===== src/cpmc_cfg.svh =====
// Constants of the clock and power mode controller: register offsets,
// field positions, reset values, key values and timing counts.
// Assumes inclusion by bare name from every file that needs them.
`ifndef CPMC_CFG_SVH
`define CPMC_CFG_SVH

// Register offsets on the special-function register port.
`define CPMC_ADDR_PWR_CTRL 8'h87
`define CPMC_ADDR_CLK_SEL 8'h8F
`define CPMC_ADDR_WAKE_MASK 8'h9F
`define CPMC_ADDR_PWR_MGMT 8'hC4
`define CPMC_ADDR_STATUS 8'hC5
`define CPMC_ADDR_WIN_KEY 8'hC9

// Reset values.
`define CPMC_RST_CLK_SEL 8'h0C
`define CPMC_RST_WAKE_MASK 8'hFF
`define CPMC_RST_STATUS 8'h0C
`define CPMC_RST_CORE_DIV 2'b01

// Field positions.
`define CPMC_SYSTEM_CLOCK_SELECT_DIV_LSB 4
`define CPMC_SYSTEM_CLOCK_SELECT_REG_LSB 2
`define CPMC_POWER_CONTROL_REGISTER_IDLE 0
`define CPMC_POWER_CONTROL_REGISTER_STOP 1
`define CPMC_POWER_CONTROL_REGISTER_SLEEP 2
`define CPMC_POWER_CONTROL_REGISTER_BAUD 7
`define CPMC_PMR_CD_LSB 6
`define CPMC_PMR_SWB 5
`define CPMC_STAT_HIP 6
`define CPMC_STAT_LIP 5
`define CPMC_STAT_TX 1
`define CPMC_STAT_RX 0
`define CPMC_SER_RX_EN 4

// Timed window key values.
`define CPMC_KEY_FIRST 8'hAA
`define CPMC_KEY_SECOND 8'h55
`define CPMC_KEY_CLOSE 8'h00

// Timing counts, all in cycles of the clock that paces them.
`define CPMC_WIN_PERIODS 9'h100
`define CPMC_PMM_LAST 9'h100
`define CPMC_REG_WAIT_BASE 8'h10

// Interrupt line layout: lines 0 and 1 are active-low pins.
`define CPMC_INT_ACTIVE_LOW 9'h003
`define CPMC_SWB_LINES 9'h1DF

`endif


===== src/cpmc_pkg.sv =====
// Types shared by the clock and power mode controller.
// Assumes the constants header is compiled alongside.
package cpmc_pkg;

  // Power state of the core.
  typedef enum logic [1:0] {
    PM_RUN = 2'b00,
    PM_IDLE = 2'b01,
    PM_STOP = 2'b10,
    PM_REG_WAIT = 2'b11
  } cpmc_pm_state_t;

  // One request on the register port.
  typedef struct packed {
    logic [7:0] addr;
    logic [7:0] wdata;
    logic wr;
    logic rd;
  } cpmc_bus_req_t;

  // Clock enables for the three clock groups.
  typedef struct packed {
    logic sysTick;
    logic coreTick;
    logic periphTick;
  } cpmc_clk_en_t;

  // Oscillator and regulator controls.
  typedef struct packed {
    logic fastOscOn;
    logic slowSelected;
    logic mainRegOn;
  } cpmc_osc_ctrl_t;

endpackage


===== src/cpmc_top.sv =====
// Clock selection, pre-division, timed write window, STOP/SLEEP/IDLE and
// reduced-speed mode control with automatic switchback.
// Assumes clk is the fast oscillator; the slow source, pins and the reset
// pin arrive asynchronously; core status inputs share clk.
`timescale 1ns/1ps
`include "cpmc_cfg.svh"

module cpmc_top (
  input wire logic clk,
  input wire logic rst,
  input cpmc_pkg::cpmc_bus_req_t busReq,
  output logic [7:0] rdata,
  input wire logic [8:0] extIntPin,
  input wire logic resetPinN,
  input wire logic serial0RxPin,
  input wire logic slowOscIn,
  input wire logic watchdogReset,
  input wire logic hiPrioIsrActive,
  input wire logic loPrioIsrActive,
  input wire logic serial0TxActive,
  input wire logic serial0RxActive,
  input wire logic [7:0] serial0Control,
  input wire logic serial0TxLoad,
  input wire logic [8:0] intEnable,
  input wire logic [8:0] intNotBlocked,
  output cpmc_pkg::cpmc_clk_en_t clkEn,
  output cpmc_pkg::cpmc_osc_ctrl_t oscCtrl,
  output logic idleActive,
  output logic stopActive,
  output logic reducedSpeedMode,
  output logic wakeVectorReq,
  output logic resumeNoVector
);

  // Divider limit (divisor minus one) for a pre-divider code.
  function automatic logic [10:0] divLimit(input logic [3:0] code);
    logic [11:0] pow;
    pow = 12'h000;
    if (code == 4'h0) begin
      divLimit = 11'h000;
    end else if (code <= 4'h8) begin
      divLimit = {6'h00, code, 1'b0} - 11'h001;
    end else begin
      pow = (12'h001 << (code - 4'h4)) - 12'h001;
      divLimit = pow[10:0];
    end
  endfunction

  // Three-stage synchronisers and the filtered copies of async inputs.
  logic [11:0] syncA_q;
  logic [11:0] syncB_q;
  logic [11:0] syncC_q;
  logic [11:0] filt_q;
  logic [11:0] filtPrev_q;
  wire [11:0] asyncRaw = {slowOscIn, serial0RxPin, resetPinN, extIntPin};
  // A bit changes only once the second and third stages agree.
  wire [11:0] filt_d = (syncB_q & syncC_q) | (filt_q & (syncB_q | syncC_q));

  // Reset image of the clock select register, split into its fields below.
  localparam logic [7:0] clkSelRst = `CPMC_RST_CLK_SEL;

  // Register state.
  logic [3:0] divCode_q;
  logic [1:0] regWaitSel_q;
  logic [1:0] clkSel_q;
  logic [7:0] wakeMask_q;
  logic baudDouble_q;
  logic [1:0] coreDiv_q;
  logic swbEn_q;
  logic keyArmed_q;
  logic [8:0] winCnt_q;
  logic [7:0] rdata_q;
  logic sleepReq_q;
  logic [7:0] regCnt_q;
  logic [10:0] preCnt_q;
  logic [8:0] pmmCnt_q;
  logic wakeVector_q;
  logic noVector_q;
  cpmc_pkg::cpmc_pm_state_t state_q;
  cpmc_pkg::cpmc_pm_state_t state_d;
  cpmc_pkg::cpmc_clk_en_t clkEn_q;

  // Interrupt levels made active-high, and their rising edges.
  wire [8:0] intLvl = filt_q[8:0] ^ `CPMC_INT_ACTIVE_LOW;
  wire [8:0] intLvlPrev = filtPrev_q[8:0] ^ `CPMC_INT_ACTIVE_LOW;
  wire [8:0] intEdge = intLvl & ~intLvlPrev;
  wire rstPinAct = ~filt_q[9];
  wire rxFall = filtPrev_q[10] & ~filt_q[10];
  wire slowEdge = filt_q[11] & ~filtPrev_q[11];

  // Address decode of the register port.
  wire selPcon = busReq.addr == `CPMC_ADDR_PWR_CTRL;
  wire selClk = busReq.addr == `CPMC_ADDR_CLK_SEL;
  wire selMask = busReq.addr == `CPMC_ADDR_WAKE_MASK;
  wire selPmr = busReq.addr == `CPMC_ADDR_PWR_MGMT;
  wire selStat = busReq.addr == `CPMC_ADDR_STATUS;
  wire selKey = busReq.addr == `CPMC_ADDR_WIN_KEY;
  wire winOpen = winCnt_q != 9'h000;
  wire wrPcon = busReq.wr && selPcon;
  wire wrClk = busReq.wr && selClk && winOpen;
  wire wrMask = busReq.wr && selMask && winOpen;
  wire wrPmr = busReq.wr && selPmr;
  wire keyWr = busReq.wr && selKey;
  wire keyOpen = keyWr && keyArmed_q && (busReq.wdata == `CPMC_KEY_SECOND);

  // Read values; reserved bits read zero except status bits 3:2, which read one; regulator field reads zero.
  wire [7:0] statusWord = `CPMC_RST_STATUS | {1'b0, hiPrioIsrActive, loPrioIsrActive,
    3'b000, serial0TxActive, serial0RxActive};
  wire [7:0] clkWord = {divCode_q, 2'b00, clkSel_q};
  wire [7:0] pmrWord = {coreDiv_q, swbEn_q, 5'h00};
  wire [7:0] rdSel = selStat ? statusWord :
    selClk ? clkWord :
    selMask ? wakeMask_q :
    selPmr ? pmrWord :
    selPcon ? {baudDouble_q, 7'h00} :
    selKey ? {7'h00, winOpen} : 8'h00;

  // Wake lines in mask bit order 8,7,6,4,3,2,1,0; line 5 cannot wake.
  wire [8:0] wakeLines = {wakeMask_q[7:5], 1'b0, wakeMask_q[4:0]};
  // Only pin-driven lines reach wake logic; clocked sources never do.
  wire wakeHit = |(intEdge & wakeLines);
  wire wakeEnabled = |(intEdge & wakeLines & intEnable);
  wire idleExit = rstPinAct || (|(intLvl & intEnable));

  // Reduced speed and switchback events.
  wire reduced_speed_mode = coreDiv_q == 2'b11;
  wire swbInt = |(intLvl & intEnable & intNotBlocked & `CPMC_SWB_LINES);
  wire swbRx = rxFall && serial0Control[`CPMC_SER_RX_EN];
  wire swEvent = swbEn_q && reduced_speed_mode && (swbInt || swbRx || serial0TxLoad);
  wire forceFull = rstPinAct || watchdogReset;

  // Pre-divider tick and system clock tick selection.
  wire [10:0] preLim = divLimit(divCode_q);
  wire fastTick = preCnt_q >= preLim;
  wire clockRuns = (state_q == cpmc_pkg::PM_RUN) || (state_q == cpmc_pkg::PM_IDLE);
  wire sysTick_d = clockRuns && (clkSel_q[1] ? slowEdge : fastTick);
  wire coreGate = reduced_speed_mode ? (pmmCnt_q == `CPMC_PMM_LAST) : 1'b1;
  wire coreTick_d = sysTick_d && coreGate && (state_q == cpmc_pkg::PM_RUN);
  wire [7:0] regShift = `CPMC_REG_WAIT_BASE << regWaitSel_q;
  wire [7:0] regLim = regShift - 8'h01;
  wire regDone = slowEdge && (regCnt_q >= regLim);

  // Synchronisers and edge history.
  always_ff @(posedge clk) begin
    if (rst) begin
      syncA_q <= 12'h000;
      syncB_q <= 12'h000;
      syncC_q <= 12'h000;
      filt_q <= 12'h000;
      filtPrev_q <= 12'h000;
    end else begin
      syncA_q <= asyncRaw;
      syncB_q <= syncA_q;
      syncC_q <= syncB_q;
      filt_q <= filt_d;
      filtPrev_q <= filt_q;
    end
  end

  // Timed window: key pair opens or extends it, zero closes it.
  always_ff @(posedge clk) begin
    if (rst) begin
      keyArmed_q <= 1'b0;
      winCnt_q <= 9'h000;
    end else begin
      if (keyWr) begin
        keyArmed_q <= busReq.wdata == `CPMC_KEY_FIRST;
      end
      if (keyOpen) begin
        winCnt_q <= `CPMC_WIN_PERIODS;
      end else if (keyWr && (busReq.wdata == `CPMC_KEY_CLOSE)) begin
        winCnt_q <= 9'h000;
      end else if (winOpen && clkEn_q.sysTick) begin
        winCnt_q <= winCnt_q - 9'h001;
      end
    end
  end

  // Clock selection and wake mask; STOP wake forces the fast source.
  always_ff @(posedge clk) begin
    if (rst) begin
      divCode_q <= clkSelRst[7:4];
      regWaitSel_q <= clkSelRst[3:2];
      clkSel_q <= clkSelRst[1:0];
      wakeMask_q <= `CPMC_RST_WAKE_MASK;
    end else begin
      if (state_q == cpmc_pkg::PM_STOP && (wakeHit || rstPinAct)) begin
        clkSel_q <= 2'b00;
      end else if (wrClk) begin
        clkSel_q <= busReq.wdata[1:0];
      end
      if (wrClk) begin
        divCode_q <= busReq.wdata[`CPMC_SYSTEM_CLOCK_SELECT_DIV_LSB +: 4];
        regWaitSel_q <= busReq.wdata[`CPMC_SYSTEM_CLOCK_SELECT_REG_LSB +: 2];
      end
      if (wrMask) begin
        wakeMask_q <= busReq.wdata;
      end
    end
  end

  // Power management register; switchback and resets win over writes.
  always_ff @(posedge clk) begin
    if (rst) begin
      coreDiv_q <= `CPMC_RST_CORE_DIV;
      swbEn_q <= 1'b0;
      baudDouble_q <= 1'b0;
    end else begin
      if (forceFull || swEvent) begin
        coreDiv_q <= 2'b01;
      end else if (wrPmr) begin
        coreDiv_q <= busReq.wdata[`CPMC_PMR_CD_LSB +: 2];
      end
      if (wrPmr) begin
        swbEn_q <= busReq.wdata[`CPMC_PMR_SWB];
      end
      if (wrPcon) begin
        baudDouble_q <= busReq.wdata[`CPMC_POWER_CONTROL_REGISTER_BAUD];
      end
    end
  end

  // Power state sequencing.
  always_comb begin
    state_d = state_q;
    unique case (state_q)
      cpmc_pkg::PM_RUN: begin
        if (wrPcon && busReq.wdata[`CPMC_POWER_CONTROL_REGISTER_STOP]) begin
          state_d = cpmc_pkg::PM_STOP;
        end else if (wrPcon && busReq.wdata[`CPMC_POWER_CONTROL_REGISTER_IDLE]) begin
          state_d = cpmc_pkg::PM_IDLE;
        end
      end
      cpmc_pkg::PM_IDLE: begin
        if (idleExit) begin
          state_d = cpmc_pkg::PM_RUN;
        end
      end
      cpmc_pkg::PM_STOP: begin
        if (wakeHit || rstPinAct) begin
          state_d = sleepReq_q ? cpmc_pkg::PM_REG_WAIT : cpmc_pkg::PM_RUN;
        end
      end
      cpmc_pkg::PM_REG_WAIT: begin
        if (regDone) begin
          state_d = cpmc_pkg::PM_RUN;
        end
      end
    endcase
  end

  // State, sleep request and the regulator wait counter.
  always_ff @(posedge clk) begin
    if (rst) begin
      state_q <= cpmc_pkg::PM_REG_WAIT;
      sleepReq_q <= 1'b0;
      regCnt_q <= 8'h00;
    end else begin
      state_q <= state_d;
      if (state_q == cpmc_pkg::PM_RUN && wrPcon && busReq.wdata[`CPMC_POWER_CONTROL_REGISTER_STOP]) begin
        sleepReq_q <= busReq.wdata[`CPMC_POWER_CONTROL_REGISTER_SLEEP];
      end else if (state_d == cpmc_pkg::PM_RUN) begin
        sleepReq_q <= 1'b0;
      end
      if (state_q != cpmc_pkg::PM_REG_WAIT) begin
        regCnt_q <= 8'h00;
      end else if (slowEdge) begin
        regCnt_q <= regCnt_q + 8'h01;
      end
    end
  end

  // Resume pulses: vector only when the waking line is enabled.
  always_ff @(posedge clk) begin
    if (rst) begin
      wakeVector_q <= 1'b0;
      noVector_q <= 1'b0;
    end else begin
      wakeVector_q <= (state_q == cpmc_pkg::PM_IDLE && idleExit && !rstPinAct) ||
        (state_q == cpmc_pkg::PM_STOP && wakeEnabled && !rstPinAct);
      noVector_q <= state_q == cpmc_pkg::PM_STOP && wakeHit && !wakeEnabled &&
        !rstPinAct;
    end
  end

  // Pre-divider and reduced-speed counters, and the clock enables.
  always_ff @(posedge clk) begin
    if (rst) begin
      preCnt_q <= 11'h000;
      pmmCnt_q <= 9'h000;
      clkEn_q <= '0;
    end else begin
      preCnt_q <= fastTick ? 11'h000 : preCnt_q + 11'h001;
      if (!reduced_speed_mode) begin
        pmmCnt_q <= 9'h000;
      end else if (sysTick_d) begin
        pmmCnt_q <= coreGate ? 9'h000 : pmmCnt_q + 9'h001;
      end
      clkEn_q.sysTick <= sysTick_d;
      clkEn_q.coreTick <= coreTick_d;
      clkEn_q.periphTick <= sysTick_d;
    end
  end

  // Read data, valid in the cycle after the read strobe.
  always_ff @(posedge clk) begin
    if (rst) begin
      rdata_q <= 8'h00;
    end else if (busReq.rd) begin
      rdata_q <= rdSel;
    end
  end

  // Outputs: rdata, clkEn and the resume pulses straight from flip-flops, the rest decoded from registered state.
  assign rdata = rdata_q;
  assign clkEn = clkEn_q;
  assign oscCtrl.fastOscOn = state_q != cpmc_pkg::PM_STOP;
  assign oscCtrl.slowSelected = clkSel_q[1];
  assign oscCtrl.mainRegOn = !(state_q == cpmc_pkg::PM_STOP && sleepReq_q);
  assign idleActive = state_q == cpmc_pkg::PM_IDLE;
  assign stopActive = state_q == cpmc_pkg::PM_STOP;
  assign reducedSpeedMode = reduced_speed_mode;
  assign wakeVectorReq = wakeVector_q;
  assign resumeNoVector = noVector_q;
endmodule


===== config.mk =====
export PLATFORM = sky130hd
export DESIGN_NAME = cpmc_top
export DESIGN_NICKNAME = d
export VERILOG_FILES = /design/src/cpmc_pkg.sv /design/src/cpmc_top.sv
export VERILOG_INCLUDE_DIRS = /design/src
export SDC_FILE = /design/constraint.sdc
export NUM_CORES = 1
export LEC_CHECK = 0
export BUFFER_PORTS_ARGS = -buffer_cell sky130_fd_sc_hd__buf_2
export CAP_MARGIN = 20
export CORE_MARGIN = 10
export CORE_UTILIZATION = 55
export CTS_BUF_LIST = sky130_fd_sc_hd__clkbuf_2 sky130_fd_sc_hd__clkbuf_4 sky130_fd_sc_hd__clkbuf_8
export DETAILED_ROUTE_END_ITERATION = 8
export GPL_ROUTABILITY_DRIVEN = 0
export PLACE_DENSITY = 0.78
export SYNTH_ARGS = -nofsm -noshare
export SYNTH_HDL_FRONTEND = slang
export SYNTH_SLANG_ARGS = --single-unit

===== constraint.sdc =====
create_clock -name clk -period 4.4 [get_ports clk]
set_input_delay 0.44 -clock clk [delete_from_list [all_inputs] [get_ports clk]]
set_output_delay 0.44 -clock clk [all_outputs]
set_load 0.02 [all_outputs]

Yosys cells after proc, flatten, opt, wreduce, memory -nomap -nowiden. Cells that the tools add are included.

Output and inout port bits: 19. Logic and storage cells: 152. Input bits: 64. Register bits after elaboration: 133.

Shift operators: 2. Eq/ne operators: 15. Add/sub/neg operators: 8. Reductions and logical operators: 58. Bitwise gates (word level): 18. Magnitude comparators: 3. Muxes and demuxes: 23.

Operator list (number): $eq A8 B8 Y1 const B (7); $and A9 B9 Y9 (5); $mux W8 (5); $mux W9 (4); $logic_and A1 B1 Y1 (31); $reduce_or A9 Y1 (3); $and A12 B12 Y12 (2); $or A12 B12 Y12 (2); $mux W11 (2); $mux W2 (6); $add A11 B1 Y11 const B (1); $ge A11 B11 Y1 (1); $shl A1 B4 Y11 const A (1); $sub A11 B1 Y11 const B (1); $reduce_or A2 Y1 (5); $add A9 B1 Y9 const B (1); $eq A9 B9 Y1 const B (1); $not A9 Y9 (1); $reduce_bool A9 Y1 (1); $sub A9 B1 Y9 const B (1); $add A8 B1 Y8 const B (1); $eq A8 B7 Y1 const B (1); $ge A8 B8 Y1 (1); $logic_not A8 Y1 (1); 21 further kinds (42).

Depth between registers and ports, before layout.
Depth in word-level cells: 11. Gate-level depth with buffers: 18. Depth with buffers taken out: 16.

Least setup slack after synthesis. OpenSTA, ideal clock, no wires.

Path kind: register to register. Start: register divCode_q[3]. End: register pmmCnt_q[7]. Buffers on the path: 2. Data arrival time: 3.613 ns. Data required time: 4.329 ns. Period minus slack after synthesis: 3.684 ns. Stages on the path, launching flop included: 19. Path slack: 0.716 ns. Setup time: 0.071 ns. Path through: dfxtp_1 -> inv_1 -> ha_1 -> clkbuf_1 -> nand3_1 -> ha_1 -> nand2_1 -> nand3_1 -> o21ai_0 -> a221o_1 -> nand2_1 -> ha_1 -> and3_1 -> a221oi_1 -> o31a_1 -> o211a_1 -> buf_6 -> or4_1 -> a21oi_1.

Longest elaborated chain between the ends: 8. Elaborated cells on any way between the ends: 11. Those cells by class: 3 x add/sub; 2 x order compare; 1 x shift; 3 x mux; 2 x reduce/logical.

Ends and longest elaborated chain: from (decl) (line cpmc_top.sv:63) `logic [3:0] divCode_q;`; from (signal assigned) (line cpmc_top.sv:182) `divCode_q <= clkSelRst[7:4];`; from (signal assigned) (line cpmc_top.sv:193) `` divCode_q <= busReq.wdata[`CPMC_SYSTEM_CLOCK_SELECT_DIV_LSB +: 4]; ``; $sub A4 B3 Y4 (line cpmc_top.sv:44) `pow = (12'h001 << (code - 4'h4)) - 12'h001;`; $shl A1 B4 Y11 (line cpmc_top.sv:44); $sub A11 B1 Y11 (line cpmc_top.sv:44); $mux W11 (line cpmc_top.sv:41) `end else if (code <= 4'h8) begin`; $mux W11 (*) (line cpmc_top.sv:39) `if (code == 4'h0) begin`; $ge A11 B11 Y1 (*) (line cpmc_top.sv:134) `wire fastTick = preCnt_q >= preLim;`; $mux W1 (*) (line cpmc_top.sv:136) `wire sysTick_d = clockRuns && (clkSel_q[1] ? slowEdge : fastTick);`; $logic_and A1 B1 Y1 (*) (line cpmc_top.sv:136); to (signal assigned) (line cpmc_top.sv:297) `pmmCnt_q <= coreGate ? 9'h000 : pmmCnt_q + 9'h001;`; to (decl) (line cpmc_top.sv:76) `logic [8:0] pmmCnt_q;`.

Every way passes the cells marked *; elsewhere a longest branch is shown, timed or not. A chain may end at the register's enable or synchronous reset.

Worst setup path in the final report. Same ends and word-level chain as after synthesis.

==> key figures <==
Logic synthesis
  • Mean Syn Cell Area: 8.78 µm²
  • Synth Flop Type: dfxtp_1
  • Asr flop ratio synth: 0
  • Yosys cell types: 66
  • Number of synthesized flops with an enable pin: 0
  • Cells after Synth: 694
  • Synthesized cell area: 6090 µm²
  • #FFs+latches synth: 131
  • Syn_nets: about 790
  • Yosys warns: 0
  • Post-synthesis sequential area ratio: 0.430

Clock tree
  • Cts bufs inserted: 17
  • Clock transition at path regs: 70 ps
  • Clock root buffer: clkbuf_8
  • Post-CTS setup buffers: 0
  • TritonCTS clock tree: yes
  • Clk Latency, worst-skew pair: about 450 ps
  • Clock buffer depth: 2
  • Clock sink count: between 100 and 150
  • Htree depth: 4

Critical path
  • Slowest cell on crit path: or4_1
  • Worst-path cell chain: inv_1, ha_2, nand3_1, ha_1, nand2_1, nand3_1, o21ai_0, a221o_1, nand2_1, ha_1, and3_1, a221oi_1, o31a_1, o211a_1, or4_1, a21oi_1
  • Crit path max-delay family: simple AND/OR/NAND/NOR gates
  • Critical path's largest stage delay: roughly 550 ps
  • Startpoint types: register
  • WP data required: about 4800 ps
  • Crit-path max FO: 14
  • CP bufs+invs: 1
  • WP data arrival: 4350 ps
  • Critical path type: register to register
  • CP endpoint kind: register

Finish
  • Final std cells w/o fill: 915
  • # fillers: slightly below 900
  • Layout cell share with drive strength beyond 1: 0.147
  • Final Cell Area: 7040 µm²
  • Seq. cell area: about 2600 µm²
  • Nets: 857
  • Ant. Diodes: 0
  • Area grow syn2layout: 15.5%
  • Area of the multi-input gates: around 3200 µm²
  • Core Util, Final: 0.649

Floorplanning
  • Core area: 10800 µm²
  • Die area: 15700 µm²
  • I/O Pins: 83
  • Die H: around 130 µm
  • Starting density of the core: 0.562
  • # rows: 38
  • Die X: 125 µm

Routing
  • Routed vias/inst: 5.70
  • Detailed Route WL: between 10000 and 15000 µm
  • Wire length per cell: 16.1 µm
  • Vias after detailed routing: 5212
  • Post-route ant nets: 0
  • Pre-Repair DR Iteration Count: 5
  • DRC: 0
  • DRT iter0 DRCs: 429

GRT
  • Largest net degree at the start of global routing: 80
  • Initial antenna violation count: 0
  • First-pass GRT wire length: 24400 µm
  • GRT Overall Usage: 0.185
  • Vias in the first global route: about 5100
  • Grt total ovfl: 0

Timing
  • Worst Skew: 8.89 ps
  • Fin crit period: 3990 ps
  • Final hold vios: 0
  • RSZ-0062 raised after global routing: false
  • Tightest hold margin: roughly 200 ps
  • Final Slew Violations: 0
  • Slew @ Worst Pin: around 820 ps
  • Peak Freq: 0.251 GHz
  • Final Setup Violations: 0
  • Final Cycle Share: 0.906
  • TNS Setup: 0 ps
  • Max transition margin: 0.450

Place
  • HPWL after DPL: around 11000 µm
  • Placed cell area: about 6500 µm²
  • Post-Place Cells: 883
  • I/O Buffers: 74

Flow run
  • Max-cap violations: 0

Power and ir drop
  • VDD IR max: about 270 µV
  • Pwr/cell area: 370 nW/µm²
  • Leak pwr: 0.00288 µW

Worst hold path
  • Min-delay worst type: primary input to register

Outcome
  • Status: finished, final reports clean
==> per-layer routing <==
metal | vias to the layer above | GRT usage | routed length, µm | part of all wire
met4 | 0 | 0.0732 | 261 | 0.018
met2 | 167 | 0.315 | 7210 | 0.49
li1 | 2579 | - | - | -
met5 | - | 0 | 0 | 0
met3 | 22 | 0.0537 | 872 | 0.059
met1 | 2444 | 0.215 | 6360 | 0.43
==> kinds of logic (layout without fill, tap and decap cells) <==
family	Yosys count	in the layout	share of synthesized area
and+or+nand+nor	301	301	0.254
DFF	131	131	0.430
AOI/OAI and AO/OA	123	123	0.135
buffers and inverters	57	138	0.0380
adders and majority gates	31	31	0.0637
xor gates and xnor gates	27	27	0.0388
muxes	24	24	0.0394
==> worst paths after layout <==
| check | from | endpoint | slack (ps) | depth (start not counted) |
|---|---|---|---|---|
| min reg2reg | syncA_q[4] | syncB_q[4] | 440 | 1 |
| min | extIntPin[4] | syncA_q[4] | 200 | 2 |
| max | divCode_q[3] | pmmCnt_q[7] | 410 | 16 |
| max reg2reg | divCode_q[3] | pmmCnt_q[7] | 410 | 16 |
==> power breakdown <==
part	internal, µW	switching (µW)	leakage, µW	total (µW)
combinational	52.6	87.3	0.00157	140
clock	779	465	0.000246	1240
sequential	1210	13.4	0.00106	1220
==> Yosys cell counts, types with 6 or more instances <==
master,count,area share
dfxtp_1,131,0.43
xnor2_1,12,0.017
o211ai_1,10,0.012
nor3_1,7,0.0057
o21ai_0,25,0.021
xor2_1,15,0.022
nand2b_1,7,0.0072
a21oi_1,31,0.025
clkbuf_1,21,0.013
nor2_1,66,0.041
nor2b_1,57,0.059
and3_1,10,0.010
nand2_1,71,0.044
nand4_1,10,0.010
inv_1,29,0.018
mux2i_1,24,0.039
nand3_1,37,0.030
ha_1,31,0.064
nand3b_1,7,0.0086
a22oi_1,6,0.0074
==> cells in the final DEF (no fill, tap or decap), types with 3 or more instances in the layout <==
| cell type | Yosys | routed |
|---|---|---|
| dfxtp_1 | 131 | 131 |
| buf_2 | 2 | 74 |
| nand2_1 | 71 | 71 |
| nor2_1 | 66 | 66 |
| nor2b_1 | 57 | 57 |
| nand3_1 | 37 | 37 |
| a21oi_1 | 31 | 31 |
| ha_1 | 31 | 30 |
| inv_1 | 29 | 29 |
| o21ai_0 | 25 | 25 |
| mux2i_1 | 24 | 24 |
| clkbuf_8 | 0 | 20 |
| xor2_1 | 15 | 15 |
| xnor2_1 | 12 | 12 |
| and3_1 | 10 | 10 |
| o211ai_1 | 10 | 10 |
| nand4_1 | 10 | 10 |
| nor3_1 | 7 | 7 |
| nand2b_1 | 7 | 7 |
| nand3b_1 | 7 | 7 |
| a22oi_1 | 6 | 6 |
| bufinv_16 | 0 | 6 |
| o31ai_1 | 5 | 5 |
| and4_1 | 5 | 5 |
| a311oi_1 | 5 | 5 |
| a211oi_1 | 4 | 4 |
| or4_1 | 4 | 4 |
| nor4_1 | 4 | 4 |
| o22ai_1 | 3 | 3 |
| a21o_1 | 3 | 3 |
==> flip-flops by register name, summed over array words and instances (netlist names), 2 cells and up <==
signal / flops
rdata: 8
regCnt_q: 8
preCnt_q: 11
coreDiv_q: 2
winCnt_q: 9
filtPrev_q: 10
state_q: 2
clkSel_q: 2
filt_q: 12
syncC_q: 12
clkEn: 2
syncA_q: 12
regWaitSel_q: 2
syncB_q: 12
divCode_q: 4
pmmCnt_q: 9
wakeMask_q: 8
==> stage by stage <==
| step | worst slack, ps | power, µW |
|---|---|---|
| after floorplan | 716 | 1320 |
| after global placement | 621 | 1380 |
| after detailed placement | 399 | 1380 |
| after CTS | 398 | 2620 |
| after global routing | 101 | 2690 |
| final | 415 | 2600 |
==> timing repair <==
action	CTS	global route
resized for setup	0	1
hold buffers	0	0
endpoints found under the setup margin	0	1
==> area by class of cell <==
class / instances / area share
clock buffer: 20 / 0.0391
inverter: 30 / 0.0160
tap: 140 / 0.0249
clock inverter: 12 / 0.0317
timing repair buffer: 76 / 0.0548
sequential: 131 / 0.373
multi-input combinational: 506 / 0.461
(Power assumes the default switching activity.)
